==> config.mk <==
export PLATFORM = sky130hd
export DESIGN_NAME = cbu_branch_unit
export DESIGN_NICKNAME = d
export VERILOG_FILES = /design/src/rtl/cbu_pkg.sv /design/src/rtl/cbu_decode.sv /design/src/rtl/cbu_branch_unit.sv
export VERILOG_INCLUDE_DIRS = /design/src /design/src/rtl
export SDC_FILE = /design/constraint.sdc
export NUM_CORES = 1
export LEC_CHECK = 0
export BUFFER_PORTS_ARGS = -buffer_cell sky130_fd_sc_hd__buf_2
export CAP_MARGIN = 20
export CORE_MARGIN = 4
export CORE_UTILIZATION = 55
export DETAILED_ROUTE_END_ITERATION = 8
export PLACE_DENSITY = 0.91
export SLEW_MARGIN = 15
export SYNTH_ARGS = -nofsm -noshare
export SYNTH_HDL_FRONTEND = slang
export SYNTH_SLANG_ARGS = --single-unit
==> constraint.sdc <==
create_clock -name mclk_in -period 7 [get_ports mclk_in]
set_input_delay 1.05 -clock mclk_in [delete_from_list [all_inputs] [get_ports mclk_in]]
set_output_delay 1.05 -clock mclk_in [all_outputs]
set_load 0.01 [all_outputs]
==> src/rtl/cbu_consts.svh <==
/*
  constants of the conditional branch unit: opcodes, prefix, sub-opcodes, forced pc high byte and state counts.
  assumes inclusion by the package and the design files through its bare name.
*/
`ifndef CBU_CONSTS_SVH
`define CBU_CONSTS_SVH

`define CBU_ESC_PREFIX      8'hA5
`define CBU_OP_EXT_BIT      8'hA9
`define CBU_OP_BITCLR_S     8'h10
`define CBU_OP_CARRY        8'h40
`define CBU_OP_EQUAL        8'hA8
`define CBU_OP_GREATER      8'h38
`define CBU_OP_LESS_EQ      8'h28
`define CBU_OP_INDIRECT     8'h73
`define CBU_OP_BIT_CLEAR    8'h30
`define CBU_OP_NO_CARRY     8'h50
`define CBU_OP_NOT_EQUAL    8'h78
`define CBU_SUB_BITCLR_HI   5'h02
`define CBU_SUB_BIT_CLR_HI  5'h06
`define CBU_PC_HIGH_FORCE   8'hFF
`define CBU_TAKEN_EXTRA     3'h3
`define CBU_INDIRECT_STATES 3'h5

`endif

==> src/rtl/cbu_pkg.sv <==
/*
  types shared by the conditional branch unit.
  assumes cbu_consts.svh is on the include path.
*/
package cbu_pkg;
  `include "cbu_consts.svh"

  typedef enum logic [3:0] {
    CBU_K_NONE     = 4'h0,
    CBU_K_BITCLR   = 4'h1,
    CBU_K_CARRY    = 4'h2,
    CBU_K_EQUAL    = 4'h3,
    CBU_K_GREATER  = 4'h4,
    CBU_K_LESS_EQ  = 4'h5,
    CBU_K_INDIRECT = 4'h6,
    CBU_K_BIT_CLR  = 4'h7,
    CBU_K_NO_CARRY = 4'h8,
    CBU_K_NOT_EQ   = 4'h9
  } cbu_kind_t;

  typedef enum logic [1:0] {
    CBU_S_IDLE = 2'b00,
    CBU_S_BUSY = 2'b01
  } cbu_state_t;
endpackage

==> src/rtl/cbu_decode.sv <==
/*
  opcode decoder of the conditional branch unit: kind, length and base state count.
  assumes the bytes arrive in fetch order on the same clock.
*/
`include "cbu_consts.svh"
module cbu_decode
  import cbu_pkg::*;
(
  input  wire logic              mode_source_in,
  input  wire logic              prefix_in,
  input  wire logic [7:0]        op_in,
  input  wire logic [7:0]        op2_in,
  output cbu_pkg::cbu_kind_t     kind_out,
  output logic      [2:0]        length_out,
  output logic      [2:0]        base_states_out,
  output logic                   legal_out
);
  logic esc_ok;
  logic ext_pair;

  always_comb begin
    // prefix needed in binary mode, forbidden in source mode
    esc_ok   = (prefix_in != mode_source_in);
    ext_pair = (op_in == `CBU_OP_EXT_BIT) && esc_ok;
    kind_out        = CBU_K_NONE;
    length_out      = 3'h2;
    base_states_out = 3'h1;
    legal_out       = 1'b1;
    if (ext_pair && op2_in[7:3] == `CBU_SUB_BITCLR_HI) begin
      kind_out        = CBU_K_BITCLR;
      length_out      = mode_source_in ? 3'h4 : 3'h5;
      base_states_out = mode_source_in ? 3'h3 : 3'h4;
    end else if (ext_pair && op2_in[7:3] == `CBU_SUB_BIT_CLR_HI) begin
      kind_out        = CBU_K_BIT_CLR;
      length_out      = mode_source_in ? 3'h4 : 3'h5;
      base_states_out = mode_source_in ? 3'h3 : 3'h4;
    end else if (!prefix_in && op_in == `CBU_OP_BITCLR_S) begin
      kind_out        = CBU_K_BITCLR;
      length_out      = 3'h3;
      base_states_out = 3'h4;
    end else if (!prefix_in && op_in == `CBU_OP_BIT_CLEAR) begin
      kind_out        = CBU_K_BIT_CLR;
      length_out      = 3'h3;
      base_states_out = 3'h2;
    end else if (!prefix_in && op_in == `CBU_OP_CARRY) begin
      kind_out = CBU_K_CARRY;
    end else if (!prefix_in && op_in == `CBU_OP_NO_CARRY) begin
      kind_out = CBU_K_NO_CARRY;
    end else if (!prefix_in && op_in == `CBU_OP_INDIRECT) begin
      kind_out        = CBU_K_INDIRECT;
      length_out      = 3'h1;
      base_states_out = `CBU_INDIRECT_STATES;
    end else if (esc_ok && (op_in == `CBU_OP_EQUAL || op_in == `CBU_OP_GREATER ||
                 op_in == `CBU_OP_LESS_EQ || op_in == `CBU_OP_NOT_EQUAL)) begin
      length_out      = mode_source_in ? 3'h2 : 3'h3;
      base_states_out = mode_source_in ? 3'h1 : 3'h2;
      if (op_in == `CBU_OP_EQUAL) begin
        kind_out = CBU_K_EQUAL;
      end else if (op_in == `CBU_OP_GREATER) begin
        kind_out = CBU_K_GREATER;
      end else if (op_in == `CBU_OP_LESS_EQ) begin
        kind_out = CBU_K_LESS_EQ;
      end else begin
        kind_out = CBU_K_NOT_EQ;
      end
    end else begin
      legal_out = 1'b0;
    end
  end
endmodule // cbu_decode

==> src/rtl/cbu_branch_unit.sv <==
/*
  execute-stage branch unit for conditional, bit-test and indirect jumps.
  assumes the core presents one decoded instruction per start pulse with its
  operand bytes, flags, tested bit, accumulator and data pointer held stable.
*/
// Contract
// - advance pc past instruction, then add displacement
// - binary mode needs escape prefix for some
// - bit-set-clear jump clears set bit, branches
// - carry jump branches only when carry set
// - carry jump two bytes, 1 or 4 states
// - equal jump branches on zero flag set
// - greater jump needs zero and carry clear
// - less-equal jump on zero or carry set
// - indirect jump pc low = accumulator plus pointer
// - indirect jump forces pc high byte to ones
// - bit-clear jump branches on zero, bit kept
// - bit-clear jump short and extended forms
// - no-carry jump branches on carry clear
// - not-equal jump branches on zero flag clear
// - not-equal jump opcode 78, prefixed in binary
`include "cbu_consts.svh"
module cbu_branch_unit
  import cbu_pkg::*;
(
  input  wire logic        mclk_in,
  input  wire logic        srst_in,
  input  wire logic        start_in,
  input  wire logic        mode_source_in,
  input  wire logic        prefix_in,
  input  wire logic [7:0]  op_in,
  input  wire logic [7:0]  op2_in,
  input  wire logic [7:0]  rel_in,
  input  wire logic [23:0] pc_in,
  input  wire logic        carry_flag_in,
  input  wire logic        zero_flag_in,
  input  wire logic        bit_value_in,
  input  wire logic [7:0]  accum_in,
  input  wire logic [15:0] data_pointer_in,
  output logic             busy_out,
  output logic             done_out,
  output logic             illegal_out,
  output logic             taken_out,
  output logic [23:0]      pc_out,
  output logic             bit_clear_out,
  output logic [2:0]       bit_index_out,
  output logic [2:0]       states_out
);
  import cbu_pkg::*;

  cbu_kind_t  kind;
  logic [2:0] length;
  logic [2:0] base_states;
  logic       legal;
  logic       cond;
  logic [23:0] seq_pc;
  logic [23:0] target;

  cbu_state_t  state, next_state;
  logic [2:0]  count, next_count;
  logic        done, next_done;
  logic        illegal, next_illegal;
  logic        taken, next_taken;
  logic [23:0] pc, next_pc;
  logic        bit_clear, next_bit_clear;
  logic [2:0]  bit_index, next_bit_index;
  logic [2:0]  states, next_states;

  cbu_decode u_decode (
    .mode_source_in  (mode_source_in),
    .prefix_in       (prefix_in),
    .op_in           (op_in),
    .op2_in          (op2_in),
    .kind_out        (kind),
    .length_out      (length),
    .base_states_out (base_states),
    .legal_out       (legal)
  );

  always_comb begin
    unique case (kind)
      CBU_K_BITCLR:   cond = bit_value_in;
      CBU_K_BIT_CLR:  cond = !bit_value_in;
      CBU_K_CARRY:    cond = carry_flag_in;
      CBU_K_NO_CARRY: cond = !carry_flag_in;
      CBU_K_EQUAL:    cond = zero_flag_in;
      CBU_K_NOT_EQ:   cond = !zero_flag_in;
      CBU_K_GREATER:  cond = !zero_flag_in && !carry_flag_in;
      CBU_K_LESS_EQ:  cond = zero_flag_in || carry_flag_in;
      CBU_K_INDIRECT: cond = 1'b1;
      default:        cond = 1'b0;
    endcase
    seq_pc = pc_in + {21'h000000, length};
    target = seq_pc + {{16{rel_in[7]}}, rel_in};
  end

  always_comb begin
    next_state     = state;
    next_count     = count;
    next_done      = 1'b0;
    next_illegal   = illegal;
    next_taken     = taken;
    next_pc        = pc;
    next_bit_clear = 1'b0;
    next_bit_index = bit_index;
    next_states    = states;
    unique case (state)
      CBU_S_IDLE: begin
        if (start_in) begin
          next_illegal = !legal;
          next_taken   = legal && cond;
          next_bit_index = op2_in[2:0];
          if (!legal) begin
            next_pc     = pc_in;
            next_states = 3'h1;
          end else if (kind == CBU_K_INDIRECT) begin
            // accumulator and pointer are only read
            next_pc = {`CBU_PC_HIGH_FORCE,
                       data_pointer_in + {8'h00, accum_in}};
            next_states = base_states;
          end else begin
            next_pc     = cond ? target : seq_pc;
            next_states = cond ? base_states + `CBU_TAKEN_EXTRA : base_states;
            next_bit_clear = (kind == CBU_K_BITCLR) && cond;
          end
          next_count = 3'h1;
          next_state = CBU_S_BUSY;
          if ((legal ? (cond && kind != CBU_K_INDIRECT ? base_states + `CBU_TAKEN_EXTRA
                        : base_states) : 3'h1) == 3'h1) begin
            next_state = CBU_S_IDLE;
            next_done  = 1'b1;
          end
        end
      end
      CBU_S_BUSY: begin
        next_count = count + 3'h1;
        if (next_count == states) begin
          next_state = CBU_S_IDLE;
          next_done  = 1'b1;
        end
      end
    endcase
  end

  always_ff @(posedge mclk_in) begin
    if (srst_in) begin
      state     <= CBU_S_IDLE;
      count     <= 3'h0;
      done      <= 1'b0;
      illegal   <= 1'b0;
      taken     <= 1'b0;
      pc        <= 24'h000000;
      bit_clear <= 1'b0;
      bit_index <= 3'h0;
      states    <= 3'h0;
    end else begin
      state     <= next_state;
      count     <= next_count;
      done      <= next_done;
      illegal   <= next_illegal;
      taken     <= next_taken;
      pc        <= next_pc;
      bit_clear <= next_bit_clear;
      bit_index <= next_bit_index;
      states    <= next_states;
    end
  end

  // flags never driven: the unit has no carry or zero flag outputs
  assign busy_out      = (state == CBU_S_BUSY);
  assign done_out      = done;
  assign illegal_out   = illegal;
  assign taken_out     = taken;
  assign pc_out        = pc;
  assign bit_clear_out = bit_clear;
  assign bit_index_out = bit_index;
  assign states_out    = states;

  carry_branch_a: assert property (@(posedge mclk_in) disable iff (srst_in)
    start_in && !busy_out && !prefix_in && op_in == `CBU_OP_CARRY
    |=> taken_out == $past(carry_flag_in) && states_out == ($past(carry_flag_in) ? 3'h4 : 3'h1))
    else $error("carry jump outcome wrong");

  carry_pc_a: assert property (@(posedge mclk_in) disable iff (srst_in)
    start_in && !busy_out && !prefix_in && op_in == `CBU_OP_NO_CARRY && carry_flag_in
    |=> pc_out == $past(pc_in) + 24'h000002 && !taken_out)
    else $error("no-carry jump pc wrong");

  rel_target_a: assert property (@(posedge mclk_in) disable iff (srst_in)
    start_in && !busy_out && mode_source_in && !prefix_in && op_in == `CBU_OP_EQUAL
    && zero_flag_in
    |=> pc_out == $past(pc_in) + 24'h000002 + {{16{$past(rel_in[7])}}, $past(rel_in)})
    else $error("equal jump target wrong");

  prefix_need_a: assert property (@(posedge mclk_in) disable iff (srst_in)
    start_in && !busy_out && !mode_source_in && !prefix_in && op_in == `CBU_OP_GREATER
    |=> illegal_out && !taken_out)
    else $error("binary mode accepted unprefixed opcode");

  ule_cond_a: assert property (@(posedge mclk_in) disable iff (srst_in)
    start_in && !busy_out && legal && kind == CBU_K_LESS_EQ
    |=> taken_out == ($past(zero_flag_in) || $past(carry_flag_in)))
    else $error("less-equal condition wrong");

  ugt_cond_a: assert property (@(posedge mclk_in) disable iff (srst_in)
    start_in && !busy_out && legal && kind == CBU_K_GREATER
    |=> taken_out == (!$past(zero_flag_in) && !$past(carry_flag_in)))
    else $error("greater condition wrong");

  indirect_pc_a: assert property (@(posedge mclk_in) disable iff (srst_in)
    start_in && !busy_out && legal && kind == CBU_K_INDIRECT
    |=> pc_out[23:16] == 8'hFF && states_out == 3'h5 && busy_out ##3 busy_out ##1 done_out)
    else $error("indirect jump wrong");

  bit_clear_a: assert property (@(posedge mclk_in) disable iff (srst_in)
    bit_clear_out |-> taken_out && $past(bit_value_in))
    else $error("bit cleared without being set");

  bit_keep_a: assert property (@(posedge mclk_in) disable iff (srst_in)
    start_in && !busy_out && legal && kind == CBU_K_BIT_CLR
    |=> !bit_clear_out && taken_out == !$past(bit_value_in))
    else $error("bit-clear jump wrong");

  carry_target_a: assert property (@(posedge mclk_in) disable iff (srst_in)
    start_in && !busy_out && !prefix_in && op_in == `CBU_OP_CARRY && carry_flag_in
    |=> pc_out == $past(pc_in) + 24'h000002 + {{16{$past(rel_in[7])}}, $past(rel_in)})
    else $error("carry jump target wrong");

  carry_states_a: assert property (@(posedge mclk_in) disable iff (srst_in)
    start_in && !busy_out && !prefix_in && op_in == `CBU_OP_CARRY && carry_flag_in
    |=> busy_out ##2 busy_out ##1 done_out && !busy_out)
    else $error("taken carry jump not four states");

  ext_setclr_a: assert property (@(posedge mclk_in) disable iff (srst_in)
    start_in && !busy_out && op_in == `CBU_OP_EXT_BIT && prefix_in != mode_source_in
    && op2_in[7:3] == `CBU_SUB_BITCLR_HI
    |=> !illegal_out && bit_clear_out == $past(bit_value_in)
    && bit_index_out == $past(op2_in[2:0])
    && states_out == ($past(mode_source_in) ? 3'h3 : 3'h4)
                     + ($past(bit_value_in) ? 3'h3 : 3'h0))
    else $error("extended bit-set-clear jump wrong");

  setclr_short_a: assert property (@(posedge mclk_in) disable iff (srst_in)
    start_in && !busy_out && !prefix_in && op_in == `CBU_OP_BITCLR_S
    |=> pc_out == $past(pc_in) + 24'h000003
        + ($past(bit_value_in) ? {{16{$past(rel_in[7])}}, $past(rel_in)} : 24'h000000))
    else $error("bit-set-clear jump pc wrong");

  equal_cond_a: assert property (@(posedge mclk_in) disable iff (srst_in)
    start_in && !busy_out && legal && kind == CBU_K_EQUAL
    |=> taken_out == $past(zero_flag_in))
    else $error("equal condition wrong");

  equal_count_a: assert property (@(posedge mclk_in) disable iff (srst_in)
    start_in && !busy_out && !mode_source_in && prefix_in && op_in == `CBU_OP_EQUAL
    && !zero_flag_in
    |=> pc_out == $past(pc_in) + 24'h000003 && states_out == 3'h2)
    else $error("binary equal jump length or states wrong");

  ugt_count_a: assert property (@(posedge mclk_in) disable iff (srst_in)
    start_in && !busy_out && !mode_source_in && prefix_in && op_in == `CBU_OP_GREATER
    && zero_flag_in
    |=> !taken_out && pc_out == $past(pc_in) + 24'h000003 && states_out == 3'h2)
    else $error("binary greater jump length or states wrong");

  ule_count_a: assert property (@(posedge mclk_in) disable iff (srst_in)
    start_in && !busy_out && !mode_source_in && prefix_in && op_in == `CBU_OP_LESS_EQ
    && carry_flag_in
    |=> taken_out && states_out == 3'h5)
    else $error("binary less-equal jump states wrong");

  indirect_low_a: assert property (@(posedge mclk_in) disable iff (srst_in)
    start_in && !busy_out && legal && kind == CBU_K_INDIRECT
    |=> taken_out && pc_out[15:0] == $past(data_pointer_in) + {8'h00, $past(accum_in)})
    else $error("indirect jump low address wrong");

  bitclr_pc_a: assert property (@(posedge mclk_in) disable iff (srst_in)
    start_in && !busy_out && !prefix_in && op_in == `CBU_OP_BIT_CLEAR && bit_value_in
    |=> !taken_out && pc_out == $past(pc_in) + 24'h000003)
    else $error("bit-clear jump pc wrong");

  bitclr_short_a: assert property (@(posedge mclk_in) disable iff (srst_in)
    start_in && !busy_out && !prefix_in && op_in == `CBU_OP_BIT_CLEAR
    |=> states_out == ($past(bit_value_in) ? 3'h2 : 3'h5))
    else $error("short bit-clear jump states wrong");

  bitclr_ext_a: assert property (@(posedge mclk_in) disable iff (srst_in)
    start_in && !busy_out && !mode_source_in && prefix_in && op_in == `CBU_OP_EXT_BIT
    && op2_in[7:3] == `CBU_SUB_BIT_CLR_HI && !bit_value_in
    |=> taken_out && !bit_clear_out && states_out == 3'h7)
    else $error("extended bit-clear jump wrong");

  nocarry_count_a: assert property (@(posedge mclk_in) disable iff (srst_in)
    start_in && !busy_out && !prefix_in && op_in == `CBU_OP_NO_CARRY && !carry_flag_in
    |=> taken_out && states_out == 3'h4
    && pc_out == $past(pc_in) + 24'h000002 + {{16{$past(rel_in[7])}}, $past(rel_in)})
    else $error("taken no-carry jump wrong");

  noteq_cond_a: assert property (@(posedge mclk_in) disable iff (srst_in)
    start_in && !busy_out && legal && kind == CBU_K_NOT_EQ
    |=> taken_out == !$past(zero_flag_in))
    else $error("not-equal condition wrong");

  noteq_pc_a: assert property (@(posedge mclk_in) disable iff (srst_in)
    start_in && !busy_out && mode_source_in && !prefix_in && op_in == `CBU_OP_NOT_EQUAL
    && zero_flag_in
    |=> !illegal_out && !taken_out && pc_out == $past(pc_in) + 24'h000002)
    else $error("source not-equal jump pc wrong");
endmodule // cbu_branch_unit

==> results.json <==
{
  "tritoncts": "yes",
  "crit_start": "op_in[3]",
  "hold_depth": 2,
  "ctsHtreeMaxLevel": 2,
  "antenna_found_initial": 0,
  "cts_setup_buffers": 0,
  "area_growth_pct": 17.6,
  "rsz0062_at_grt": "no",
  "cts_repair_resize_count": 0,
  "hold_ws_ps": 460,
  "vias_per_cell": 6.39,
  "gp_congestion": 1.02,
  "start_util_pct": 56.7,
  "holdBufCountCts": 0,
  "clkSinkCount": 38,
  "vdd_drop_max_v": 0.0000884,
  "min_from": "bit_index_out[0]",
  "die_area_mm2": 0.00951,
  "ys.flop_type": "dfxtp_1",
  "clk_path_buf_depth": 2,
  "drive_above_1_share_pct": 20.1,
  "comb_power_share_pct": 36.7,
  "post-route-drc-count": 0,
  "portBuffers": 114,
  "grt_pass1_vias": 4890,
  "antenna_left": 0,
  "switching_share_pct": 34.5,
  "stdcell_count": 793,
  "ys_seq_area_share_pct": 17.3,
  "cts_root_buf": "clkbuf_8",
  "synthArstFlopShare_pct": 0,
  "vias": 5065,
  "p_int_uw": 485,
  "skew_ps": 8.34,
  "p_switching_uw": 256,
  "finalCritPeriodShare_pct": 88.6,
  "synthDominantCellAreaShare_pct": 17.3,
  "core_mm2": 0.00777,
  "synth.cell_area_mm2": 0.00441,
  "fp.dieH_um": 97.5,
  "fin_nets": 809,
  "grt_pass1_wl_um": 22600,
  "avgRoutedWirePerCell_um": 17.4,
  "routed_wl_um": 13800,
  "r2r-start": "state[0]",
  "synth_seq_cells": 38,
  "die_w_um": 97.5,
  "grt_util_all_layers_pct": 27.8,
  "p_per_area_mw_per_mm2": 143,
  "dp_hpwl_um": 10600,
  "setup.worst_path.class": "in2reg",
  "cts-buffers-inserted": 5,
  "run_status": "finished, final reports clean",
  "clkTransAtPathRegs_ps": 80,
  "fmax_ghz": 0.161,
  "slew_viol_final": 0,
  "hp-class": "reg2reg",
  "drt-initial-drc-count": 561,
  "dp.cells": 785,
  "fin_tns_setup_ps": 0,
  "seqPwrFrac_pct": 31.6,
  "drv_cap": 0,
  "pwr-share-clk_pct": 31.7,
  "slew_headroom_pct": 51.7,
  "syn-num-nets": 706,
  "worst_setup_path_start_kind": "input pin",
  "yosys.area.top_type": "dfxtp_1",
  "synth_edf_count": 0,
  "ys_warn_count": 0,
  "ys_top_cells_by_area": "dfxtp_1 (17%), ha_1 (10%), xnor2_1 (7.6%), nor2_1 (4.7%), a21oi_1 (4.5%)",
  "r2r_cells": 4,
  "end_kind": "flip-flop",
  "syn_inst": 587,
  "grt-ovfl-total": 0,
  "crit_required_ps": 7180,
  "r2r_slack_ps": 5290,
  "num_antenna_cells": 0,
  "fillers": 681,
  "p_leak_nw": 2.36,
  "worst-slew-pin-transition_ps": 724,
  "grt_max_degree": 38,
  "syn_area_per_cell_um2": 7.51,
  "clock_latency_ps": 310,
  "rows": 32,
  "cp.arrival_ps": 6390,
  "crit_fanout": 8,
  "finalSetupViolations": 0,
  "period_needed_ps": 6200,
  "finalPower_uw": 742,
  "finalHoldViolations": 0,
  "synthDistinctLibCells": 63,
  "first_pass_iters": 5,
  "ioPinCount": 115
}
==> per-stage QoR <==
stage                     cell area [µm²]  setup slack (ps)  util, %
final                                5180               796     66.7
after global routing                 5180               431     66.7
after CTS                            5180               926     66.7
after detailed placement             5040               626     64.9
after global placement               5040              1020     64.9
after floorplan                      4410              1620        -
==> synth_stat cells, drive strengths merged (5+ instances only) <==
library cell   n
dfxtp         38
a31oi          5
a211oi        22
nor3b          6
clkbuf        17
a21o          14
xor2          23
ha            36
nor2          57
buf            7
nand2         52
o21ai         31
nor2b          8
o221ai         5
o21a           9
xnor2         38
inv           11
nand4         10
o22ai         10
nor3          30
and3          11
a21oi         41
mux2i         16
or3            9
nand3         28
==> flip-flops by register name, indices dropped and copies added (netlist names) <==
name and count:
pc_out 24, bit_index_out 3, count 3, states_out 3
bit_clear_out 1, done_out 1, illegal_out 1, state 1
taken_out 1
==> metal layers <==
metal	global-route usage [%]	vias up	share of wire (%)
li1	-	2390	-
met1	31.5	2323	38
met2	50.3	286	49
met3	6.39	66	9.0
met4	10.4	0	3.8
met5	0	-	0
==> worst paths after layout <==
| path | to |
|---|---|
| worst max-delay path | pc_out[20] |
| worst min-delay path | bit_index_out[0] |
| worst max register to register | pc_out[13] |
| worst min register to register | bit_index_out[0] |
==> power groups by stage <==
| stage | combinational, mW | sequential, mW | clock [mW] |
|---|---|---|---|
| floorplan | 0.171 | 0.244 | 0 |
| global placement | 0.252 | 0.239 | 0 |
| detailed placement | 0.265 | 0.239 | 0 |
| CTS | 0.267 | 0.234 | 0.233 |
| global route | 0.298 | 0.236 | 0.246 |
| finish | 0.272 | 0.234 | 0.235 |
==> cell usage in the layout (no fill, tap or decap), drive strengths merged, types with 6 or more instances in the layout <==
cell type  netlist  final
xnor2           38     38
a21oi           41     41
o21ai           31     31
buf              7    120
ha              36     36
and3            11     11
nand2           52     52
o21a             9      9
nand3           28     28
xor2            23     23
nor3            30     30
nand4           10     10
inv             11     11
a21o            14     14
nor2            57     57
a211oi          22     22
mux2i           16     16
nor2b            8      8
dfxtp           38     38
or3              9      9
o22ai           10     10
nor3b            6      6
==> cell families (layout without fill, tap and decap cells) <==
kind of cell / count (synthesis) / after routing / synth area share [%]
flops: 38 / 38 / 17.3
xor+xnor: 61 / 61 / 12.3
buf+inv: 35 / 139 / 3.55
fa+ha+maj: 39 / 39 / 11.6
mux: 17 / 17 / 3.89
simple gates: 231 / 231 / 26.5
compound gates: 166 / 166 / 24.9
==> cell type report <==
class	instances	area (µm²)	area share, %
Sequential cell	38	761	14.7
Clock buffer	5	68.8	1.33
Timing Repair Buffer	120	616	11.9
Multi-Input combinational cell	514	3500	67.5
Inverter	11	41.3	0.797
Clock inverter	3	68.8	1.33
Tap cell	102	128	2.46
==> worst max-delay path, stage by stage <==
cell	delay (ps)
buf_2	140
nor2_1	380
nand4_1	150
nor3b_1	440
nor2_1	140
ha_1	300
a21o_1	160
a21oi_1	450
xnor2_1	230
ha_1	320
o21ai_0	420
o21ai_0	220
a41oi_1	480
o221ai_1	270
or3_1	370
a31oi_1	280
xor2_1	180
nor2_1	50
a211oi_1	210
o21ai_0	130
Power figures use the tool's default switching activity.
